File: src/core/spfs_pkg.sv
// constants and types shared by the shared pin function select block
package spfs_pkg;
  localparam int unsigned GP_W          = 16;
  localparam int unsigned GP_CLK4_BIT   = 1;
  localparam int unsigned GP_CLK6_BIT   = 2;
  localparam int unsigned GP_DAC_BIT    = 8;
  localparam int unsigned GP_PBUS_LSB   = 9;
  localparam int unsigned GP_PBUS_MSB   = 15;
  localparam int unsigned CLK_PIN_W     = 2;
  localparam int unsigned PBUS_SHARED_W = GP_PBUS_MSB - GP_PBUS_LSB + 1;
  localparam int unsigned AV_W          = 8;
  localparam int unsigned PBUS_DED_W    = 8;
  localparam logic        PBUS_EN_RST   = 1'b0;
  localparam logic        OE_OFF        = 1'b0;
  localparam logic [GP_W-1:0] GP_OWNABLE = 16'hff06;

  typedef enum logic [3:0] {
    SPFS_FILL0  = 4'h1,
    SPFS_FILL1  = 4'h2,
    SPFS_SAMPLE = 4'h4,
    SPFS_LOCK   = 4'h8
  } spfs_strap_e;
endpackage : spfs_pkg

File: src/core/spfs_cfg_if.sv
// carries the latched parallel bus selection from the strap capture to the pin mux
`timescale 1ns/100ps
interface spfs_cfg_if;
  logic pbus_en;
  logic locked;
  modport src (output pbus_en, output locked);
  modport snk (input pbus_en, input locked);
endinterface : spfs_cfg_if

File: src/core/spfs_strap_capture.sv
// synchronises the parallel bus strap pin and latches it once after reset
`timescale 1ns/100ps
module spfs_strap_capture
  import spfs_pkg::*;
(
  input  wire logic clk_in,
  input  wire logic rst_n_in,
  input  wire logic strap_in,
  spfs_cfg_if.src   cfg
);
  typedef struct packed {
    logic        sync1;
    logic        sync2;
    logic        en;
    spfs_strap_e st;
  } spfs_cap_s;

  spfs_cap_s q;
  spfs_cap_s d;

  always_comb begin
    d       = q;
    d.sync1 = strap_in;
    d.sync2 = q.sync1;
    unique case (q.st)
      SPFS_FILL0:  d.st = SPFS_FILL1;
      SPFS_FILL1:  d.st = SPFS_SAMPLE;
      SPFS_SAMPLE: begin
        d.en = q.sync2;
        d.st = SPFS_LOCK;
      end
      SPFS_LOCK:   d.st = SPFS_LOCK;
      default:     d.st = SPFS_FILL0;
    endcase
  end

  always_ff @(posedge clk_in or negedge rst_n_in) begin
    if (!rst_n_in) begin
      q <= '{sync1: 1'b0, sync2: 1'b0, en: PBUS_EN_RST, st: SPFS_FILL0};
    end else begin
      q <= d;
    end
  end

  assign cfg.pbus_en = q.en;
  assign cfg.locked  = (q.st == SPFS_LOCK);
endmodule : spfs_strap_capture

File: src/core/spfs_pin_select.sv
// shared pin function select: routes peripheral and general io functions onto shared pads
`timescale 1ns/100ps
// Behaviour
// - parallel bus strap is latched once, on the third clock after reset release, and held fixed afterwards.
// - each strap-selected pin has at most one owning peripheral.
// - after reset clock pins drive cpu/4 and cpu/6 with io bits 1,2 off.
// - an io enable bit of 1 gives that pin to general io; bits 8 to 15 only once the strap has locked the bus off.
// - io direction 0 makes an enabled pin input, 1 makes it output.
// - dac pin defaults to dac output, io bit 8 clear.
// - io bit 8 takes dac pin only with parallel bus off and enable set.
// - io bits 9 to 15 claim bus pins only with bus off and enabled.
// - after reset the eight video/audio shared pins have no function.
// - video port 1 enable routes upper video data, audio data off.
// - audio serial 0 enable with video port 1 off routes its eight data lines, video data off.
// - unshared parallel bus pins stay high impedance while that bus is off.
// - strap 0 disables, 1 enables parallel bus over shared functions.
module spfs_pin_select
  import spfs_pkg::*;
(
  input  wire logic                     clk_in,
  input  wire logic                     rst_n_in,
  input  wire logic                     pbus_enable_strap_in,
  input  wire logic [GP_W-1:0]          general_io_pin_enable_in,
  input  wire logic [GP_W-1:0]          general_io_pin_direction_in,
  input  wire logic [GP_W-1:0]          general_io_bank_in,
  output logic      [GP_W-1:0]          general_io_bank_out,
  input  wire logic                     video_port1_enable_in,
  input  wire logic                     audio_serial0_enable_in,
  input  wire logic                     cpu_div4_clock_in,
  input  wire logic                     cpu_div6_clock_in,
  input  wire logic                     video_dac_output_in,
  input  wire logic [PBUS_SHARED_W-1:0] pbus_shared_data_in,
  input  wire logic [PBUS_SHARED_W-1:0] pbus_shared_oe_in,
  output logic      [PBUS_SHARED_W-1:0] pbus_shared_rx_out,
  input  wire logic [PBUS_DED_W-1:0]    pbus_ded_data_in,
  input  wire logic [PBUS_DED_W-1:0]    pbus_ded_oe_in,
  input  wire logic [AV_W-1:0]          video_port1_data_in,
  input  wire logic [AV_W-1:0]          video_port1_data_oe_in,
  output logic      [AV_W-1:0]          video_port1_data_out,
  input  wire logic [AV_W-1:0]          audio_serial0_data_lines_in,
  input  wire logic [AV_W-1:0]          audio_serial0_data_lines_oe_in,
  output logic      [AV_W-1:0]          audio_serial0_data_lines_out,
  input  wire logic [CLK_PIN_W-1:0]     clk_pad_in,
  output logic      [CLK_PIN_W-1:0]     clk_pad_out,
  output logic      [CLK_PIN_W-1:0]     clk_pad_oe_out,
  input  wire logic                     dac_pad_in,
  output logic                          dac_pad_out,
  output logic                          dac_pad_oe_out,
  input  wire logic [PBUS_SHARED_W-1:0] pbus_pad_in,
  output logic      [PBUS_SHARED_W-1:0] pbus_pad_out,
  output logic      [PBUS_SHARED_W-1:0] pbus_pad_oe_out,
  input  wire logic [AV_W-1:0]          av_pad_in,
  output logic      [AV_W-1:0]          av_pad_out,
  output logic      [AV_W-1:0]          av_pad_oe_out,
  output logic      [PBUS_DED_W-1:0]    pbus_ded_pad_out,
  output logic      [PBUS_DED_W-1:0]    pbus_ded_pad_oe_out,
  output logic                          parallel_bus_enabled_out
);
  //////////////////////////////////////////////////////////////////////////////
  typedef struct packed {
    logic [GP_W-1:0]          gp_s1;
    logic [GP_W-1:0]          gp_s2;
    logic [AV_W-1:0]          av_s1;
    logic [AV_W-1:0]          av_s2;
    logic [GP_W-1:0]          gp_rd;
    logic [PBUS_SHARED_W-1:0] pbus_rx;
    logic [AV_W-1:0]          vp_rx;
    logic [AV_W-1:0]          au_rx;
    logic [CLK_PIN_W-1:0]     clk_o;
    logic [CLK_PIN_W-1:0]     clk_oe;
    logic                     dac_o;
    logic                     dac_oe;
    logic [PBUS_SHARED_W-1:0] pb_o;
    logic [PBUS_SHARED_W-1:0] pb_oe;
    logic [AV_W-1:0]          av_o;
    logic [AV_W-1:0]          av_oe;
    logic [PBUS_DED_W-1:0]    ded_o;
    logic [PBUS_DED_W-1:0]    ded_oe;
  } spfs_pin_s;

  spfs_pin_s q;
  spfs_pin_s d;

  spfs_cfg_if cfg ();

  spfs_strap_capture u_strap (
    .clk_in   (clk_in),
    .rst_n_in (rst_n_in),
    .strap_in (pbus_enable_strap_in),
    .cfg      (cfg.src)
  );

  // gp pad image in bank order; bits with no shared pad read as zero
  function automatic logic [GP_W-1:0] gp_pads(input logic [CLK_PIN_W-1:0] c, input logic dac,
                                               input logic [PBUS_SHARED_W-1:0] pb);
    logic [GP_W-1:0] v;
    v = '0;
    v[GP_CLK4_BIT] = c[0];
    v[GP_CLK6_BIT] = c[1];
    v[GP_DAC_BIT]  = dac;
    v[GP_PBUS_MSB:GP_PBUS_LSB] = pb;
    return v;
  endfunction : gp_pads

  //////////////////////////////////////////////////////////////////////////////
  logic            bus_on;
  logic            gp_free;
  logic            vp_sel;
  logic            au_sel;
  logic [GP_W-1:0] gp_own;
  logic [GP_W-1:0] gp_drv;

  always_comb begin
    // until the strap is locked neither the bus nor bus-shared io may own a pin
    bus_on  = cfg.locked && cfg.pbus_en;
    gp_free = cfg.locked && !cfg.pbus_en;
    vp_sel  = video_port1_enable_in;
    // video wins if software sets both, so the pads never see two drivers
    au_sel  = audio_serial0_enable_in && !video_port1_enable_in;
    gp_own  = general_io_pin_enable_in & GP_OWNABLE;
    gp_own[GP_PBUS_MSB:GP_DAC_BIT] = gp_own[GP_PBUS_MSB:GP_DAC_BIT]
                                     & {(GP_PBUS_MSB-GP_DAC_BIT+1){gp_free}};
    gp_drv  = gp_own & general_io_pin_direction_in;

    d       = q;
    d.gp_s1 = gp_pads(clk_pad_in, dac_pad_in, pbus_pad_in);
    d.gp_s2 = q.gp_s1;
    d.av_s1 = av_pad_in;
    d.av_s2 = q.av_s1;
    d.gp_rd = q.gp_s2 & gp_own & ~general_io_pin_direction_in;

    // clock pins: cpu/4 and cpu/6 unless io owns them
    d.clk_o[0]  = gp_own[GP_CLK4_BIT] ? general_io_bank_in[GP_CLK4_BIT] : cpu_div4_clock_in;
    d.clk_o[1]  = gp_own[GP_CLK6_BIT] ? general_io_bank_in[GP_CLK6_BIT] : cpu_div6_clock_in;
    d.clk_oe[0] = gp_own[GP_CLK4_BIT] ? gp_drv[GP_CLK4_BIT] : 1'b1;
    d.clk_oe[1] = gp_own[GP_CLK6_BIT] ? gp_drv[GP_CLK6_BIT] : 1'b1;

    d.dac_o  = gp_own[GP_DAC_BIT] ? general_io_bank_in[GP_DAC_BIT] : video_dac_output_in;
    d.dac_oe = gp_own[GP_DAC_BIT] ? gp_drv[GP_DAC_BIT] : 1'b1;

    // bus-shared pins: bus, io, or nothing
    if (bus_on) begin
      d.pb_o  = pbus_shared_data_in;
      d.pb_oe = pbus_shared_oe_in;
    end else begin
      d.pb_o  = general_io_bank_in[GP_PBUS_MSB:GP_PBUS_LSB];
      d.pb_oe = gp_drv[GP_PBUS_MSB:GP_PBUS_LSB];
    end
    d.pbus_rx = bus_on ? q.gp_s2[GP_PBUS_MSB:GP_PBUS_LSB] : '0;

    d.ded_o  = bus_on ? pbus_ded_data_in : '0;
    d.ded_oe = bus_on ? pbus_ded_oe_in : {PBUS_DED_W{OE_OFF}};

    if (vp_sel) begin
      d.av_o  = video_port1_data_in;
      d.av_oe = video_port1_data_oe_in;
    end else if (au_sel) begin
      d.av_o  = audio_serial0_data_lines_in;
      d.av_oe = audio_serial0_data_lines_oe_in;
    end else begin
      d.av_o  = '0;
      d.av_oe = {AV_W{OE_OFF}};
    end
    d.vp_rx = vp_sel ? q.av_s2 : '0;
    d.au_rx = au_sel ? q.av_s2 : '0;
  end

  always_ff @(posedge clk_in or negedge rst_n_in) begin
    if (!rst_n_in) begin
      q        <= '0;
      q.clk_oe <= {CLK_PIN_W{1'b1}};
      q.dac_oe <= 1'b1;
    end else begin
      q <= d;
    end
  end

  //////////////////////////////////////////////////////////////////////////////
  assign general_io_bank_out          = q.gp_rd;
  assign pbus_shared_rx_out           = q.pbus_rx;
  assign video_port1_data_out         = q.vp_rx;
  assign audio_serial0_data_lines_out = q.au_rx;
  assign clk_pad_out                  = q.clk_o;
  assign clk_pad_oe_out               = q.clk_oe;
  assign dac_pad_out                  = q.dac_o;
  assign dac_pad_oe_out               = q.dac_oe;
  assign pbus_pad_out                 = q.pb_o;
  assign pbus_pad_oe_out              = q.pb_oe;
  assign av_pad_out                   = q.av_o;
  assign av_pad_oe_out                = q.av_oe;
  assign pbus_ded_pad_out             = q.ded_o;
  assign pbus_ded_pad_oe_out          = q.ded_oe;
  assign parallel_bus_enabled_out     = cfg.pbus_en;
endmodule : spfs_pin_select

File: config.mk
export PLATFORM = sky130hd
export DESIGN_NAME = spfs_pin_select
export DESIGN_NICKNAME = d
export VERILOG_FILES = /design/src/core/spfs_pkg.sv /design/src/core/spfs_cfg_if.sv /design/src/core/spfs_strap_capture.sv /design/src/core/spfs_pin_select.sv
export SDC_FILE = /design/constraint.sdc
export NUM_CORES = 1
export LEC_CHECK = 0
export ABC_CLOCK_PERIOD_IN_PS = 4300
export BUFFER_PORTS_ARGS = -buffer_cell sky130_fd_sc_hd__clkbuf_2
export CAP_MARGIN = 10
export CELL_PAD_IN_SITES_DETAIL_PLACEMENT = 0
export CELL_PAD_IN_SITES_GLOBAL_PLACEMENT = 1
export CORE_ASPECT_RATIO = 0.6
export CORE_MARGIN = 10
export CORE_UTILIZATION = 38
export DETAILED_ROUTE_END_ITERATION = 10
export PLACE_DENSITY = 0.9
export RECOVER_POWER = 25
export SLEW_MARGIN = 10
export SYNTH_ARGS = -nofsm -noshare
export SYNTH_HDL_FRONTEND = slang
export SYNTH_SLANG_ARGS = --single-unit
File: constraint.sdc
create_clock -name clk_in -period 4.3 [get_ports clk_in]
set_input_delay 0.86 -clock clk_in [delete_from_list [all_inputs] [get_ports clk_in]]
set_output_delay 0.86 -clock clk_in [all_outputs]
set_load 0.01 [all_outputs]
Word-level counts from Yosys, hierarchy flattened
Index checks and enable logic that the tools add are counted.
{"block": "word_totals", "ramBits": 0, "rom_bits": 0, "latch_bits": 0, "reg_bits": 134, "wordCells": 52, "output_inout_bits": 92, "inputBits": 136, "mem_count": 0}
{"block": "op_classes", "reduce_logical": 6, "div": 0, "shift": 0, "n_lt_le_gt_ge": 0, "n_eq_ne": 4, "addsub": 0, "bitwise": 5, "mul": 0, "n_mux": 15}
{"cell": "AND 16 bit", "count": 3}
{"cell": "2-to-1 mux 16 bit", "count": 2}
{"cell": "2-to-1 mux 8 bit", "count": 4}
{"cell": "NOT 16 bit", "count": 1}
{"cell": "2-to-1 mux 14 bit", "count": 1}
{"cell": "case mux 4 bit (3 select lines)", "count": 1}
{"cell": "AND 8 bit", "count": 1}
{"cell": "2-to-1 mux 7 bit", "count": 1}
{"cell": "2-to-1 mux 1 bit", "count": 6}
{"cell": "equality test 4 x 1 -> 1 bit (second input constant)", "count": 1}
{"cell": "equality test 4 x 2 -> 1 bit (second input constant)", "count": 1}
{"cell": "equality test 4 x 3 -> 1 bit (second input constant)", "count": 1}
{"cell": "equality test 4 bit (second input constant)", "count": 1}
{"cell": "logical AND 1 bit", "count": 3}
{"cell": "zero test 1 bit", "count": 2}
{"cell": "OR reduction 2 bit", "count": 1}

Logic depth before layout (Yosys ltp)
{"block": "depth", "word_depth": 5, "mapped_depth": 5, "ltp_nobuf": 3}

Hierarchy
A second synthesis with hierarchy kept.
{"block": "hier_totals", "hier_cells": 381, "area_unflattened_um2": 4857.2}
{"module": "spfs_pin_select", "n_inst": 1, "area_per_inst_um2": 4578.1, "cells_each": 365}
{"module": "spfs_strap_capture", "n_inst": 1, "area_per_inst_um2": 279.0, "cells_each": 16}

Worst setup path before layout
No wires, ideal clock.
{"block": "synth_timing", "path_kind": "input to register", "from": "input video_port1_enable_in", "to": "register q, in the netlist av_pad_oe_out[3]", "cell_stages": 4, "setup_time_ns": 0.066, "setup_slack_ns": 2.509, "arrival_time_ns": 1.725, "cell_sequence": "clkbuf_1 -> nor2b_1 -> clkbuf_1 -> a22o_1"}
{"element": "from (decl)", "line_no": "spfs_pin_select.sv:27", "rtl": "input wire logic video_port1_enable_in,"}
{"element": "to (decl)", "line_no": "spfs_pin_select.sv:81", "rtl": "spfs_pin_s q;"}

==> impl_metrics.sql <==
INSERT INTO impl_metrics (metric_group, metric, value, unit) VALUES
('power', 'pwr-share-comb', '7.3', '%'),
('power', 'share_seq_of_total_power', '43.5', '%'),
('cells_and_area', 'post_route_cells_drive_above_1_share', '52.5', '%'),
('cells_and_area', 'layout.cells.most_common', 'clkbuf_2', ''),
('power', 'net-switching-power', '646', 'uW'),
('worst_setup_path', 'critical_path_capture_point_type', 'flop', ''),
('place', 'io_buffers', '203', ''),
('yosys', 'synth_xor_area_share', '0.185', '%'),
('cts', 'insertion_delay', '400', 'ps'),
('cts', 'cts_inserted_buffers', '17', ''),
('yosys', 'number_of_instances_in_the_synthesized_netlist', '336', ''),
('cts', 'tritoncts_clock_tree', 'done', ''),
('sta', 'max_freq', '393', 'MHz'),
('worst_setup_path', 'crit_path_top_delay_cell', 'and2_1', ''),
('hold_path', 'min_path_type', 'reg -> reg', ''),
('yosys', 'yosysSeqAreaShare', '67.6', '%'),
('sta', 'final.min_clock_period', '2550', 'ps'),
('yosys', 'warning_count_from_the_yosys_run', '0', ''),
('power', 'p_per_area', '503', 'nW/um^2'),
('drt', 'detailroute.via_count', '2846', ''),
('global_routing', 'grt_antenna_before_repair', '0', ''),
('worst_setup_path', 'cp_slowest_stage_delay', '660', 'ps'),
('die', 'die_area', '17500', 'um^2'),
('cells_and_area', 'diodes', '0', ''),
('sta', 'timing_hold_violations_final', '0', ''),
('outcome', 'outcome', 'completed', ''),
('worst_setup_path', 'cp_data_required_time', '4580', 'ps'),
('cells_and_area', 'postLayoutCellArea', '5900', 'um^2'),
('worst_setup_path', 'crit_type', 'reg -> reg', ''),
('yosys', 'synthDistinctLibCells', '27', ''),
('sta', 'number_of_setup_violations_in_the_final_report', '0', ''),
('worst_setup_path', 'worst_r2r_startpoint', 'u_strap.q[2]$_DFF_PN0_', ''),
('cts', 'cts_hold_repair.buffers', '0', ''),
('drt', 'detail_route.vias_per_cell', '4.43', ''),
('yosys', 'post_synth_fa_ha_maj_area_fraction', '0', '%'),
('yosys', 'synthesis.area', '4740', 'um^2'),
('yosys', 'syn_area_per_cell', '14.1', 'um^2'),
('cells_and_area', 'nets', '601', ''),
('yosys', 'synth_mux_area_share', '2.85', '%'),
('die', 'placement_rows', '31', ''),
('worst_setup_path', 'critical_path.startpoint', 'u_strap.q[2]$_DFF_PN0_', ''),
('cts', 'cts_num_sinks', '128', ''),
('sta', 'report.final.slew_viol_count', '0', ''),
('die', 'core_area', '12100', 'um^2'),
('yosys', 'synth.ff_latch_count', '128', ''),
('drt', 'antenna_left', '0', ''),
('drt', 'first_iter_violations', '155', ''),
('power', 'max-vdd-ir-drop', '0.000248', 'V'),
('die', 'floorplan.initialDensity', '39.1', '%'),
('worst_setup_path', 'worstPathCellList', 'nor4b_4, buf_4, and2_1, mux2_2', ''),
('yosys', 'synth_top_family_by_area', 'buffers and inverters', ''),
('sta', 'grt_setup_unrepaired', 'no', ''),
('yosys', 'synth_top_cells_by_area', 'dfrtp_1 (65%), buf_4 (14%), and3_1 (3.0%)', ''),
('power', 'clkPwrFrac', '49.2', '%'),
('sta', 'final.setup_skew', '8.84', 'ps'),
('place', 'sum_of_net_half_perimeters_after_detailed_placement', '8800', 'um'),
('flow_run', 'max-cap-violations', '0', ''),
('global_routing', 'grt.overflow.total', '0', ''),
('drt', 'detail_route.drc_violations', '0', ''),
('die', 'fp.dieH', '107', 'um'),
('worst_setup_path', 'r2r_path_end', 'pbus_pad_out[2]$_DFF_PN0_', ''),
('yosys', 'share_of_synthesized_cell_area_in_and_or_nand_and_nor_gates', '9.12', '%'),
('yosys', 'synth_top_area_share', '65.4', '%'),
('global_routing', 'grt.total_usage', '13.2', '%'),
('cts', 'cts_root_buf', 'clkbuf_16', ''),
('global_routing', 'grt_pass1_wl', '17800', 'um'),
('die', 'die_x', '164', 'um'),
('cts', 'postCtsSetupRepairBufs', '0', ''),
('sta', 'timing.final.crit_share', '59.2', '%'),
('sta', 'fin_tns_setup', '0', 'ps'),
('cells_and_area', 'layout.cells.most_common_list', 'clkbuf_2 (200), dfrtp_1 (124), and3_1 (23), and2_1 (17), clkbuf_16 (17)', '');
==> worst max-delay path, delay by kind of cell (launching register included) <==
kind / cells / cell delay [ps]
simple gates: 2 / 1250
flops: 1 / 450
mux: 1 / 410
buf+inv: 1 / 320
==> metrics by stage <==
stage | cells | hold slack [ps] | util (%) | setup WS [ps] | total power [mW]
2_1_floorplan | 341 | 331 | - | 2510 | 1.45
3_3_place_gp | 611 | 333 | 43.5 | 1780 | 1.53
3_5_place_dp | 611 | 335 | 43.5 | 1730 | 1.54
4_1_cts | 643 | 344 | 48.6 | 1710 | 3.02
5_1_grt | 643 | 347 | 48.6 | 1550 | 3.10
6_report | 643 | 341 | 48.6 | 1750 | 2.97
==> metal layers <==
layer  up-vias  routed length [um]  GRT usage (%)
li1       1286                   -              -
met1      1418                4510           15.7
met3         5                1430           7.20
met2       137                5470           20.5
met5         -                   0              0
met4         0                  44           3.11
==> synthesized netlist by cell type <==
cell        n
buf_6       1
nor2b_1     2
dfstp_2     4
conb_1      1
nand3b_1    1
xnor2_1     1
inv_1       2
mux2_4      3
a32o_1      7
nor2_1      2
buf_4      89
clkbuf_1    9
nand2_1     6
nand2b_1    3
and3_1     23
clkbuf_2    1
nor4b_4     1
and2_1     17
nor3b_1     1
mux2_2      8
nor3_1      8
buf_12      1
and4b_1     1
dfrtp_1   124
or2_2       1
nor4b_1     3
a22o_1     16
==> state kept, by name (all words and copies together), names as in the netlist, 8 cells and up <==
name and count:
q 18, pbus_ded_pad_out 8, audio_serial0_data_lines_out 8, av_pad_out 8
pbus_ded_pad_oe_out 8, video_port1_data_out 8, general_io_bank_out 10, av_pad_oe_out 8
d 18
==> worst min-delay path by stage <==
| stage | start | cells after the start | end |
|---|---|---|---|
| 2_1_floorplan | d[108]$_DFF_PN0_ | 0 | q[108]$_DFF_PN0_ |
| 5_1_grt | d[94]$_DFF_PN0_ | 0 | q[94]$_DFF_PN0_ |
| 3_5_place_dp | d[117]$_DFF_PN0_ | 0 | q[117]$_DFF_PN0_ |
| 6_report | d[94]$_DFF_PN0_ | 0 | q[94]$_DFF_PN0_ |
| 3_3_place_gp | d[98]$_DFF_PN0_ | 0 | q[98]$_DFF_PN0_ |
| 4_1_cts | d[94]$_DFF_PN0_ | 0 | q[94]$_DFF_PN0_ |
==> power by group through the flow <==
stage	logic, mW	clock network, mW	registers, mW
final	0.216	1.46	1.29
after floorplan	0.147	0	1.30
after detailed placement	0.222	0	1.31
after global routing	0.241	1.57	1.30
after CTS	0.223	1.50	1.29
after global placement	0.217	0	1.31
==> logic make-up after synthesis <==
group / count (synthesis)
flip-flops: 128
buffers and inverters: 103
AND/OR/NAND/NOR: 69
AO/OA/AOI/OAI: 23
multiplexers: 11
XOR/XNOR: 1
other: 1
==> final cells by class <==
type                    instances  area (um^2)
well taps                     165          206
fillers                      1086         6240
multi-input cells             110          810
flip-flops and latches        128         3210
clock inverters                11          154
repair buffers                206         1050
clock buffers                  21          460
inverters                       2         7.51
No activity file was read; power rests on OpenSTA's default activity.
